$ cat config.mk
export PLATFORM = sky130hd
export DESIGN_NAME = cip_top
export DESIGN_NICKNAME = d
export VERILOG_FILES = /design/src/cip_pkg.sv /design/src/cip_top.sv
export SDC_FILE = /design/constraint.sdc
export NUM_CORES = 2
export LEC_CHECK = 0
export ABC_AREA = 1
export BUFFER_PORTS_ARGS = -buffer_cell sky130_fd_sc_hd__buf_2
export CORE_MARGIN = 2
export CORE_UTILIZATION = 45
export DETAILED_ROUTE_END_ITERATION = 7
export PLACE_DENSITY = 0.7
export REMOVE_ABC_BUFFERS = 1
export SYNTH_ARGS = -nofsm -noshare
export SYNTH_HDL_FRONTEND = slang
export SYNTH_SLANG_ARGS = --single-unit
$ cat constraint.sdc
create_clock -name pclk -period 22.3 [get_ports pclk]
set_clock_uncertainty 0.2 [all_clocks]
set_input_delay 4.46 -clock pclk [delete_from_list [all_inputs] [get_ports pclk]]
set_output_delay 4.46 -clock pclk [all_outputs]
set_load 0.03 [all_outputs]
$ cat src/cip_pkg.sv
// constants, types and register map of the current and input protection block
// Function
// - one 12-bit converter samples all six sense channels
// - zero quick threshold disables that comparator
// - per-stage balance adjustment added to ramp threshold
// - raise lowest, lower highest by same step
// - adjustments always stay positive
// - fault pin high: interrupt, rail 0 outputs off
// - fault pin as sequencing pin is ignored
// - per-comparator threshold, 64 steps, 31mV to 2V
// - comparator trip drives rail outputs low
// - scale, sum rail stages, compare averaged limit
// - averaged over-current takes configured action
// - detect within sample interval plus filter lag
// - foldback lowers voltage while above low limit
// - below low limit, shut down if configured
// - mux lsb low voltage, high current
// - mux lsb is temperature select lsb
// - input compared to over and under limits
// - turn-on/off lockout; below off, soft-stop
// - input undervoltage action: continue, delay, shutdown
// - one rail converted every 200 microseconds
// - filter time constant about 3.5 intervals
package cip_pkg;
   localparam int NCH  = 6;
   localparam int NRL  = 4;
   localparam int ADW  = 12;
   localparam int CLK_HZ       = 20_000_000;
   localparam int RAIL_US      = 200;
   localparam int RAIL_CYC     = (CLK_HZ / 1_000_000) * RAIL_US;
   localparam int FAULT_US     = 14;
   localparam int FAULT_CYC    = (CLK_HZ / 1_000_000) * FAULT_US;
   localparam int FILT_SH      = 2;
   localparam int THR_W        = 6;
   localparam logic [11:0] ADDR_CTRL   = 12'h0000;
   localparam logic [11:0] ADDR_QTHR   = 12'h0004;
   localparam logic [11:0] ADDR_MAP    = 12'h0008;
   localparam logic [11:0] ADDR_GAIN   = 12'h000c;
   localparam logic [11:0] ADDR_OFFS   = 12'h0010;
   localparam logic [11:0] ADDR_OCLIM  = 12'h0014;
   localparam logic [11:0] ADDR_LVLIM  = 12'h0018;
   localparam logic [11:0] ADDR_VINLIM = 12'h001c;
   localparam logic [11:0] ADDR_LOCK   = 12'h0020;
   localparam logic [11:0] ADDR_ISCL   = 12'h0024;
   localparam logic [11:0] ADDR_STAT   = 12'h0028;
   localparam logic [11:0] ADDR_RAILI  = 12'h002c;
   localparam logic [11:0] ADDR_ADJ    = 12'h0030;
   localparam logic [11:0] ADDR_INPUT  = 12'h0034;
   localparam logic [2:0]  ACT_CONT    = 3'h0;
   localparam logic [2:0]  ACT_DELAY   = 3'h1;
   localparam logic [2:0]  ACT_SHUT    = 3'h2;
   localparam logic [2:0]  ACT_FOLD    = 3'h3;
   localparam logic [7:0]  ADJ_MID     = 8'h80;
   localparam logic [7:0]  ADJ_MIN     = 8'h01;
   localparam logic [7:0]  ADJ_MAX     = 8'hfe;
   typedef enum logic [1:0] {CIP_REQ = 2'b00, CIP_WAIT = 2'b01, CIP_CALC = 2'b11} cip_seq_t;
   typedef struct packed {
      logic        req;
      logic [2:0]  chan;
   } cip_adc_req_t;
   typedef struct packed {
      logic        valid;
      logic [11:0] data;
   } cip_adc_rsp_t;
endpackage

$ cat src/cip_top.sv
// current sensing, balancing, over-current and input lockout logic
//
// Local design decisions: the placing of the registers and the APB register port.
`timescale 1ns/10ps
`default_nettype none
module cip_top (
   input  wire logic                  pclk,
   input  wire logic                  presetn,
   input  wire logic                  clk_en,
   input  wire logic                  psel,
   input  wire logic                  penable,
   input  wire logic                  pwrite,
   input  wire logic [11:0]           paddr,
   input  wire logic [31:0]           pwdata,
   output logic      [31:0]           prdata,
   output logic                       pready,
   output logic                       pslverr,
   output cip_pkg::cip_adc_req_t      adc_req,
   input  wire cip_pkg::cip_adc_rsp_t adc_rsp,
   input  wire logic [3:0]            quick_cmp_trip,
   output logic [3:0][5:0]            quick_overcurrent_threshold,
   output logic [3:0]                 quick_cmp_enable,
   input  wire logic                  fault_pin,
   input  wire logic [3:0]            rail_vout_low,
   output logic [5:0]                 pulse_width_output_enable,
   output logic [5:0]                 sync_rectifier_enable,
   output logic [5:0][7:0]            balance_adjust,
   output logic [3:0]                 foldback_active,
   output logic [3:0]                 soft_stop_req,
   output logic                       fault_irq,
   output logic                       monitor_mux_select_lsb
);
   // ---- configuration registers ----
   logic [31:0] ctrl_ff, qthr_ff, map_ff, gain_ff, offs_ff, oclim_ff, lvlim_ff, vinlim_ff, lock_ff, iscl_ff;
   logic [31:0] nxt_ctrl, nxt_qthr, nxt_map, nxt_gain, nxt_offs, nxt_oclim, nxt_lvlim, nxt_vinlim, nxt_lock, nxt_iscl;
   logic [31:0] prdata_ff, nxt_prdata;
   logic        pready_ff, nxt_pready, pslverr_ff, nxt_pslverr;
   // ctrl: [3:0] rail enable, [4] fault pin is sequencing pin, [7:5] avg action,
   // [10:8] low-voltage action, [13:11] input uv action
   logic [2:0] oc_act, lv_act, uv_act;
   assign oc_act = ctrl_ff[7:5];
   assign lv_act = ctrl_ff[10:8];
   assign uv_act = ctrl_ff[13:11];

   // ---- state ----
   cip_pkg::cip_seq_t seq_ff, nxt_seq;
   logic [12:0] tmr_ff, nxt_tmr;
   logic [2:0]  chan_ff, nxt_chan;
   logic [1:0]  rail_ff, nxt_rail;
   logic [5:0][11:0] samp_ff, nxt_samp;
   logic [3:0][15:0] filt_ff, nxt_filt;
   logic [5:0][7:0]  adj_ff, nxt_adj;
   logic [11:0] vin_ff, nxt_vin, iin_ff, nxt_iin;
   logic        mux_ff, nxt_mux;
   logic [3:0]  fold_ff, nxt_fold, stop_ff, nxt_stop, oc_ff, nxt_oc;
   logic [5:0]  off_ff, nxt_off;
   logic [3:0]  qf_ff, nxt_qf;
   logic        pf_ff, nxt_pf, ovf_ff, nxt_ovf, uvf_ff, nxt_uvf, lock_st_ff, nxt_lock_st;
   logic        fs1_ff, fs2_ff, fs3_ff;
   logic [9:0]  fcnt_ff, nxt_fcnt;
   logic        freq_ff, nxt_freq;
   logic [3:0]  q1_ff, q2_ff, lv1_ff, lv2_ff;
   logic [5:0]  pwe_ff, sre_ff;

   // stage to rail map: two bits per stage
   function automatic logic [1:0] stage_rail(input logic [31:0] m, input int s);
      stage_rail = m[2*s +: 2];
   endfunction

   function automatic logic [5:0] rail_stages(input logic [31:0] m, input logic [1:0] r);
      logic [5:0] v;
      v = '0;
      for (int s = 0; s < cip_pkg::NCH; s++) v[s] = (stage_rail(m, s) == r);
      rail_stages = v;
   endfunction

   // ---- APB slave: zero wait state, registered answer ----
   logic acc, wr;
   assign acc = psel && !penable;
   assign wr  = psel && penable && pwrite && pready_ff;
   always_comb begin
      nxt_ctrl = ctrl_ff; nxt_qthr = qthr_ff; nxt_map = map_ff; nxt_gain = gain_ff; nxt_offs = offs_ff;
      nxt_oclim = oclim_ff; nxt_lvlim = lvlim_ff; nxt_vinlim = vinlim_ff; nxt_lock = lock_ff; nxt_iscl = iscl_ff;
      nxt_prdata = prdata_ff;
      nxt_pready = 1'b0;
      nxt_pslverr = 1'b0;
      if (acc) begin
         nxt_pready = 1'b1;
         nxt_prdata = '0;
         unique case (paddr)
            cip_pkg::ADDR_CTRL:   nxt_prdata = ctrl_ff;
            cip_pkg::ADDR_QTHR:   nxt_prdata = qthr_ff;
            cip_pkg::ADDR_MAP:    nxt_prdata = map_ff;
            cip_pkg::ADDR_GAIN:   nxt_prdata = gain_ff;
            cip_pkg::ADDR_OFFS:   nxt_prdata = offs_ff;
            cip_pkg::ADDR_OCLIM:  nxt_prdata = oclim_ff;
            cip_pkg::ADDR_LVLIM:  nxt_prdata = lvlim_ff;
            cip_pkg::ADDR_VINLIM: nxt_prdata = vinlim_ff;
            cip_pkg::ADDR_LOCK:   nxt_prdata = lock_ff;
            cip_pkg::ADDR_ISCL:   nxt_prdata = iscl_ff;
            cip_pkg::ADDR_STAT:   nxt_prdata = {12'h000, lock_st_ff, uvf_ff, ovf_ff, pf_ff, qf_ff, oc_ff, fold_ff, stop_ff};
            cip_pkg::ADDR_RAILI:  nxt_prdata = {filt_ff[1], filt_ff[0]};
            cip_pkg::ADDR_ADJ:    nxt_prdata = {adj_ff[3], adj_ff[2], adj_ff[1], adj_ff[0]};
            cip_pkg::ADDR_INPUT:  nxt_prdata = {4'h0, iin_ff, 4'h0, vin_ff};
            default:              nxt_pslverr = 1'b1;
         endcase
      end
      if (wr) begin
         unique case (paddr)
            cip_pkg::ADDR_CTRL:   nxt_ctrl = pwdata;
            cip_pkg::ADDR_QTHR:   nxt_qthr = pwdata;
            cip_pkg::ADDR_MAP:    nxt_map = pwdata;
            cip_pkg::ADDR_GAIN:   nxt_gain = pwdata;
            cip_pkg::ADDR_OFFS:   nxt_offs = pwdata;
            cip_pkg::ADDR_OCLIM:  nxt_oclim = pwdata;
            cip_pkg::ADDR_LVLIM:  nxt_lvlim = pwdata;
            cip_pkg::ADDR_VINLIM: nxt_vinlim = pwdata;
            cip_pkg::ADDR_LOCK:   nxt_lock = pwdata;
            cip_pkg::ADDR_ISCL:   nxt_iscl = pwdata;
            default:              nxt_pslverr = 1'b0;
         endcase
      end
   end

   always_ff @(posedge pclk or negedge presetn) begin
      if (!presetn) begin
         ctrl_ff <= '0; qthr_ff <= '0; map_ff <= '0; gain_ff <= '0; offs_ff <= '0;
         oclim_ff <= '0; lvlim_ff <= '0; vinlim_ff <= '0; lock_ff <= '0; iscl_ff <= '0;
         prdata_ff <= '0; pready_ff <= 1'b0; pslverr_ff <= 1'b0;
      end else if (clk_en) begin
         ctrl_ff <= nxt_ctrl; qthr_ff <= nxt_qthr; map_ff <= nxt_map; gain_ff <= nxt_gain; offs_ff <= nxt_offs;
         oclim_ff <= nxt_oclim; lvlim_ff <= nxt_lvlim; vinlim_ff <= nxt_vinlim; lock_ff <= nxt_lock;
         iscl_ff <= nxt_iscl; prdata_ff <= nxt_prdata; pready_ff <= nxt_pready; pslverr_ff <= nxt_pslverr;
      end
   end

   // ---- pin synchronisers ----
   always_ff @(posedge pclk or negedge presetn) begin
      if (!presetn) begin
         fs1_ff <= 1'b0; fs2_ff <= 1'b0; q1_ff <= '0; q2_ff <= '0;
         lv1_ff <= '0; lv2_ff <= '0;
      end else if (clk_en) begin
         fs1_ff <= fault_pin; fs2_ff <= fs1_ff; q1_ff <= quick_cmp_trip; q2_ff <= q1_ff;
         lv1_ff <= rail_vout_low; lv2_ff <= lv1_ff;
      end
   end

   // ---- converter sequencer, filter, balancing, limits ----
   logic [15:0] rail_sum;
   logic [23:0] scaled;
   logic [5:0]  in_rail;
   logic [11:0] vscaled;
   int hi, lo;
   always_comb begin
      nxt_seq = seq_ff; nxt_tmr = tmr_ff; nxt_chan = chan_ff; nxt_rail = rail_ff; nxt_samp = samp_ff;
      nxt_filt = filt_ff; nxt_adj = adj_ff; nxt_vin = vin_ff; nxt_iin = iin_ff; nxt_mux = mux_ff;
      nxt_fold = fold_ff; nxt_stop = stop_ff; nxt_oc = oc_ff; nxt_uvf = uvf_ff; nxt_ovf = ovf_ff;
      nxt_lock_st = lock_st_ff;
      rail_sum = '0; scaled = '0; hi = 0; lo = 0; vscaled = '0;
      in_rail = rail_stages(map_ff, rail_ff);
      nxt_tmr = (tmr_ff == 13'(cip_pkg::RAIL_CYC - 1)) ? '0 : tmr_ff + 13'd1;
      unique case (seq_ff)
         cip_pkg::CIP_REQ: begin
            if (tmr_ff == '0) begin
               nxt_chan = '0;
               nxt_seq = cip_pkg::CIP_WAIT;
            end
         end
         cip_pkg::CIP_WAIT: begin
            if (adc_rsp.valid) begin
               if (chan_ff < 3'(cip_pkg::NCH)) nxt_samp[chan_ff] = adc_rsp.data;
               else if (!mux_ff) nxt_vin = adc_rsp.data;
               else nxt_iin = adc_rsp.data;
               if (chan_ff == 3'(cip_pkg::NCH)) nxt_seq = cip_pkg::CIP_CALC;
               else nxt_chan = chan_ff + 3'd1;
            end
         end
         cip_pkg::CIP_CALC: begin
            // gain/offset per stage, summed over the rail
            for (int s = 0; s < cip_pkg::NCH; s++) begin
               scaled = 24'(samp_ff[s]) * 24'(gain_ff[11:0]);
               if (in_rail[s]) rail_sum = rail_sum + 16'(scaled[19:8]) + offs_ff[15:0];
            end
            // filtered once per visit of this rail
            nxt_filt[rail_ff] = filt_ff[rail_ff] + 16'((32'(rail_sum) - 32'(filt_ff[rail_ff])) >>> cip_pkg::FILT_SH);
            // pick the extremes among the rail's stages
            for (int s = 0; s < cip_pkg::NCH; s++) begin
               if (in_rail[s] && (!in_rail[hi] || samp_ff[s] > samp_ff[hi])) hi = s;
               if (in_rail[s] && (!in_rail[lo] || samp_ff[s] < samp_ff[lo])) lo = s;
            end
            // the step is skipped if either end would leave range
            if (hi != lo && adj_ff[hi] > cip_pkg::ADJ_MIN && adj_ff[lo] < cip_pkg::ADJ_MAX) begin
               nxt_adj[hi] = adj_ff[hi] - 8'd1;
               nxt_adj[lo] = adj_ff[lo] + 8'd1;
            end
            // limit checked on the same visit the filter updates
            if (nxt_filt[rail_ff] > oclim_ff[15:0] && ctrl_ff[rail_ff]) begin
               nxt_oc[rail_ff] = 1'b1;
               nxt_fold[rail_ff] = (oc_act == cip_pkg::ACT_FOLD);
               if (oc_act == cip_pkg::ACT_SHUT) nxt_stop[rail_ff] = 1'b1;
            end else nxt_fold[rail_ff] = 1'b0;
            vscaled = 12'((24'(vin_ff) * 24'(iscl_ff[27:16])) >> 8);
            nxt_iin = iin_ff;
            nxt_ovf = vscaled > vinlim_ff[27:16];
            nxt_uvf = vscaled < vinlim_ff[11:0];
            // lockout with turn-on / turn-off hysteresis
            if (vscaled < lock_ff[11:0]) nxt_lock_st = 1'b1;
            else if (vscaled > lock_ff[27:16]) nxt_lock_st = 1'b0;
            nxt_mux = !mux_ff;
            nxt_rail = rail_ff + 2'd1;
            nxt_seq = cip_pkg::CIP_REQ;
         end
         default: nxt_seq = cip_pkg::CIP_REQ;
      endcase
   end

   // ---- shutdown and fault pin timing ----
   logic [3:0] rail_kill;
   always_comb begin
      nxt_qf = qf_ff; nxt_pf = pf_ff; nxt_fcnt = fcnt_ff; nxt_freq = freq_ff; nxt_off = '0;
      rail_kill = '0;
      for (int r = 0; r < cip_pkg::NRL; r++) begin
         if (q2_ff[r] && qthr_ff[6*r +: 6] != '0) nxt_qf[r] = 1'b1;
         if (oc_ff[r] && oc_act == cip_pkg::ACT_SHUT) rail_kill[r] = 1'b1;
         if (fold_ff[r] && lv2_ff[r] && lv_act == cip_pkg::ACT_SHUT) rail_kill[r] = 1'b1;
         if (qf_ff[r]) rail_kill[r] = 1'b1;
      end
      if (fs2_ff && !ctrl_ff[4] && !freq_ff) begin
         nxt_pf = 1'b1;
         nxt_freq = 1'b1;
         nxt_fcnt = 10'(cip_pkg::FAULT_CYC - 1);
      end else if (freq_ff) begin
         if (fcnt_ff == '0) nxt_freq = 1'b0;
         else nxt_fcnt = fcnt_ff - 10'd1;
      end
      // fault pin owns rail 0; the outputs drop before the 14 us budget ends
      if (pf_ff) rail_kill[0] = 1'b1;
      for (int s = 0; s < cip_pkg::NCH; s++) begin
         nxt_off[s] = rail_kill[stage_rail(map_ff, s)] || !ctrl_ff[stage_rail(map_ff, s)];
         if (uvf_ff && uv_act == cip_pkg::ACT_SHUT) nxt_off[s] = 1'b1;
      end
   end

   always_ff @(posedge pclk or negedge presetn) begin
      if (!presetn) begin
         seq_ff <= cip_pkg::CIP_REQ; tmr_ff <= '0; chan_ff <= '0; rail_ff <= '0; samp_ff <= '0; filt_ff <= '0;
         adj_ff <= {cip_pkg::NCH{cip_pkg::ADJ_MID}};
         vin_ff <= '0; iin_ff <= '0; mux_ff <= 1'b0; fold_ff <= '0; stop_ff <= '0; oc_ff <= '0;
         uvf_ff <= 1'b0; ovf_ff <= 1'b0; lock_st_ff <= 1'b1; qf_ff <= '0; pf_ff <= 1'b0;
         fcnt_ff <= '0; freq_ff <= 1'b0; off_ff <= '1; pwe_ff <= '0; sre_ff <= '0;
      end else if (clk_en) begin
         seq_ff <= nxt_seq; tmr_ff <= nxt_tmr; chan_ff <= nxt_chan; rail_ff <= nxt_rail; samp_ff <= nxt_samp;
         filt_ff <= nxt_filt; adj_ff <= nxt_adj; vin_ff <= nxt_vin; iin_ff <= nxt_iin; mux_ff <= nxt_mux;
         fold_ff <= nxt_fold; stop_ff <= nxt_stop; oc_ff <= nxt_oc; uvf_ff <= nxt_uvf; ovf_ff <= nxt_ovf;
         lock_st_ff <= nxt_lock_st; qf_ff <= nxt_qf; pf_ff <= nxt_pf; fcnt_ff <= nxt_fcnt; freq_ff <= nxt_freq;
         off_ff <= nxt_off; pwe_ff <= ~nxt_off; sre_ff <= ~nxt_off;
      end
   end

   // soft stop: averaged over-current shutdown, lockout, or undervoltage with any action but shutdown
   logic [3:0] stop_ff2;
   always_ff @(posedge pclk or negedge presetn) begin
      if (!presetn) stop_ff2 <= '0;
      else if (clk_en) stop_ff2 <= stop_ff | {4{lock_st_ff}} | {4{uvf_ff && uv_act != cip_pkg::ACT_SHUT}};
   end

   logic [3:0] qen_ff;
   always_ff @(posedge pclk or negedge presetn) begin
      if (!presetn) qen_ff <= '0;
      else if (clk_en) for (int r = 0; r < cip_pkg::NRL; r++) qen_ff[r] <= qthr_ff[6*r +: 6] != '0;
   end

   logic req_ff;
   always_ff @(posedge pclk or negedge presetn) begin
      if (!presetn) req_ff <= 1'b0;
      else if (clk_en) req_ff <= (nxt_seq == cip_pkg::CIP_WAIT) && (seq_ff != cip_pkg::CIP_WAIT || adc_rsp.valid);
   end

   logic [3:0][5:0] qthr_o_ff;
   logic [2:0] chan_o_ff;
   logic irq_ff;
   always_ff @(posedge pclk or negedge presetn) begin
      if (!presetn) begin
         qthr_o_ff <= '0; chan_o_ff <= '0; irq_ff <= 1'b0;
      end else if (clk_en) begin
         qthr_o_ff <= qthr_ff[23:0];
         chan_o_ff <= nxt_chan;
         irq_ff <= nxt_pf;
      end
   end

   assign prdata = prdata_ff;
   assign pready = pready_ff;
   assign pslverr = pslverr_ff;
   assign adc_req = '{req: req_ff, chan: chan_o_ff};
   assign quick_overcurrent_threshold = qthr_o_ff;
   assign quick_cmp_enable = qen_ff;
   assign pulse_width_output_enable = pwe_ff;
   assign sync_rectifier_enable = sre_ff;
   assign balance_adjust = adj_ff;
   assign foldback_active = fold_ff;
   assign soft_stop_req = stop_ff2;
   assign fault_irq = irq_ff;
   assign monitor_mux_select_lsb = mux_ff;
endmodule
`default_nettype wire

==> qor.yml <==
critPathSlowestCell: "dfrtp_2"
cts-resized-gates: 0
cp_top_family: "adder cells"
switching_share_pct: 47.8
post-route-min-period_ns: 18.67
nets: 10700
tns_ns: 0
synth_area_leader_cell: "dfrtp_1"
synth_cell_types: 66
top_register: "samp_ff"
period_share_pct: 83.7
p_total_mw: 5.21
start_util_pct: 45.3
yosys-top-cells-count: "nand2_1, inv_1, o21ai_0"
dpl.cell_count: 11300
worst_path_most_repeated_cell: "inv_1"
drc_errors: 0
crit_type: "reg -> reg"
dr.pass1.iters: 6
internal_power_mw: 2.72
wl_um: 263000
utilization_pct: 48.8
grt.total_usage_pct: 32.3
synth_area_um2: 71800
hp-class: "reg -> reg"
maxSlewViolCount: 0
required_ns: 22.69
yosys_register_bits: 671
die_x_um: 403
leakagePower_nw: 40.7
cts_made_buffers: 77
cts_tree: "yes"
die_area_um2: 163000
synth_ff_type: "dfrtp_1"
post-cts-setup-buffers: 0
synth.top_cell.area_share_pct: 23.1
worst_pin_slew_ns: 1.27
globalplace.congestion: 1.04
p_switching_mw: 2.49
hpwl_um: 201000
async_flop_share_pct: 100
pwr-share-seq_pct: 28.7
clock-sinks: 671
num_io_pins: 208
synth-seq-area-share_pct: 23.4
slew_headroom_pct: 13.0
cap_violations: 0
vdd_ir_drop_max_v: 0.0000662
core_um2: 158000
setup_viol: 0
cts_hold_buf: 0
avgRoutedWirePerCell_um: 22.9
grt_pass1_vias: 65000
area_growth_pct: 7.74
worstSetupEndpointType: "flip-flop"
powerDensity_nw_per_um2: 67.3
rsz0062_at_grt: "false"
synth_most_common_cell: "nand2_1"
port_buffers: 207
largest_register_ffs: 72
drive_gt1_share_pct: 6.42
clk_pin_slew_worst_paths_ns: 0.06
status: "complete, no violations"
grt_pass1_wl_um: 399000
power.share.clock_pct: 25.4
synth_edf_count: 0
antenna_left: 0
worstSetupStartpointType: "flip-flop"
clockBufferDepth: 3
postSynthCellCount: 9357
antenna_found_initial: 13
grt-ovfl-total: 0
yosys_warnings: 0
grt_max_degree: 129
cts_root_buffer: "clkbuf_16"
cpPeakStageDelay_ns: 0.79
htree_num_levels: 3
crit_buf_inv: 21
clock_latency_ns: 0.70
arrival_ns: 19.06
hold_violations: 0
rows: 146
final_cells: 11500
p_comb_share_pct: 45.9
worst-path-max-fanout: 28
die_y_um: 403
synth_area_leaders: "dfrtp_1, fa_1, nand2_1, ha_1, inv_1"
vias: 65500
drtIter0Drc: 7000
fmax_ghz: 0.0536
avgSynthCellArea_um2: 7.67
via_per_inst: 5.71
==> layout make-up <==
type | instances | area, um2
Multi-Input combinational cell | 6446 | 46500
Tap cell | 2072 | 2590
Clock inverter | 33 | 395
Clock buffer | 110 | 2180
Inverter | 1780 | 6680
Sequential cell | 671 | 16800
Antenna cell | 5 | 12.5
Fill cell | 15400 | 81000
Timing Repair Buffer | 350 | 2120
==> cells by family after synthesis <==
family | after synthesis | synth area share, %
multiplexers | 2 | 0.0279
flip-flops | 671 | 23.4
adder cells (fa/ha/maj) | 1318 | 30.5
XOR/XNOR | 227 | 2.77
AND/OR/NAND/NOR | 3206 | 18.1
AO/OA/AOI/OAI | 1693 | 13.3
buffers and inverters | 2240 | 11.9
==> per-stage QoR <==
| stage | hold WS [ns] | worst slack (ns) | instance area [um2] |
|---|---|---|---|
| 2_1_floorplan | 0.233 | 5.24 | 69900 |
| 3_3_place_gp | 0.253 | 4.09 | 74800 |
| 3_5_place_dp | 0.257 | 3.97 | 74800 |
| 4_1_cts | 0.272 | 3.84 | 77300 |
| 5_1_grt | 0.290 | 2.11 | 77300 |
| 6_report | 0.268 | 3.63 | 77300 |
==> final timing paths <==
kind	start	slack, ns	cells after the start	end
worst min-delay path	quick_overcurrent_threshold[10]	0.27	2	quick_overcurrent_threshold[10]
worst max register to register	gain_ff[5]	3.63	102	stop_ff[3]
worst max-delay path	gain_ff[5]	3.63	102	stop_ff[3]
max in group asynchronous	presetn	14.97	4	quick_overcurrent_threshold[10]
min in group asynchronous	presetn	3.64	1	vin_ff[0]
worst min register to register	quick_overcurrent_threshold[10]	0.27	2	quick_overcurrent_threshold[10]
==> metal layers <==
metal  global-route usage [%]  vias to the layer above  wire length [um]
li1                         -                    29300                 -
met1                     42.1                    31900            102000
met2                     49.1                     3532            114000
met3                     7.56                      724             28900
met4                     19.1                       10             18400
met5                        0                        -                64
==> worst register-to-register path, delay by kind of cell, from the launching register on <==
family                     cells  cell delay, ns
adders and majority gates     20            7.44
AOI/OAI and AO/OA             27            4.58
and+or+nand+nor               30            3.10
buffers and inverters         21            1.66
xor gates and xnor gates       4            0.83
DFF                            1            0.79
==> cell usage in the layout (no fill, tap or decap), types with 12 or more instances in the layout <==
cell type,Yosys,routed
nand2_1,2379,2369
inv_1,1752,1751
o21ai_0,887,887
fa_1,724,724
dfrtp_1,664,651
ha_1,594,594
a21oi_1,413,413
nor2_1,378,372
nand3_1,224,224
buf_2,3,206
buf_4,8,143
xnor2_1,119,119
xor2_1,108,108
clkbuf_16,0,77
o22ai_1,73,73
nand4_1,71,71
a221oi_1,52,52
nor3_1,50,44
o31ai_1,32,32
o211ai_1,30,30
a21o_1,24,24
a31oi_1,24,24
nor4_1,24,24
or2_2,24,24
o21bai_1,21,21
clkbuf_1,389,20
nand2_2,9,18
o221ai_1,18,18
inv_2,13,15
a211oi_1,15,15
o2111ai_1,14,14
clkinv_1,15,14
a32oi_1,14,14
clkinv_2,0,14
a32o_1,13,13
o21ai_1,13,13
clkbuf_8,0,13
dfrtp_2,0,13
nand2_4,11,12
nor2_2,6,12
==> power groups by stage <==
stage | clock [mW] | combinational [mW] | sequential (mW)
after floorplan | 0 | 1.44 | 1.49
final | 1.32 | 2.39 | 1.49
after global placement | 0 | 2.27 | 1.50
after CTS | 1.33 | 2.32 | 1.48
after detailed placement | 0 | 2.31 | 1.50
after global routing | 1.37 | 2.62 | 1.50
Note: power is estimated with default switching activity, not from simulation.
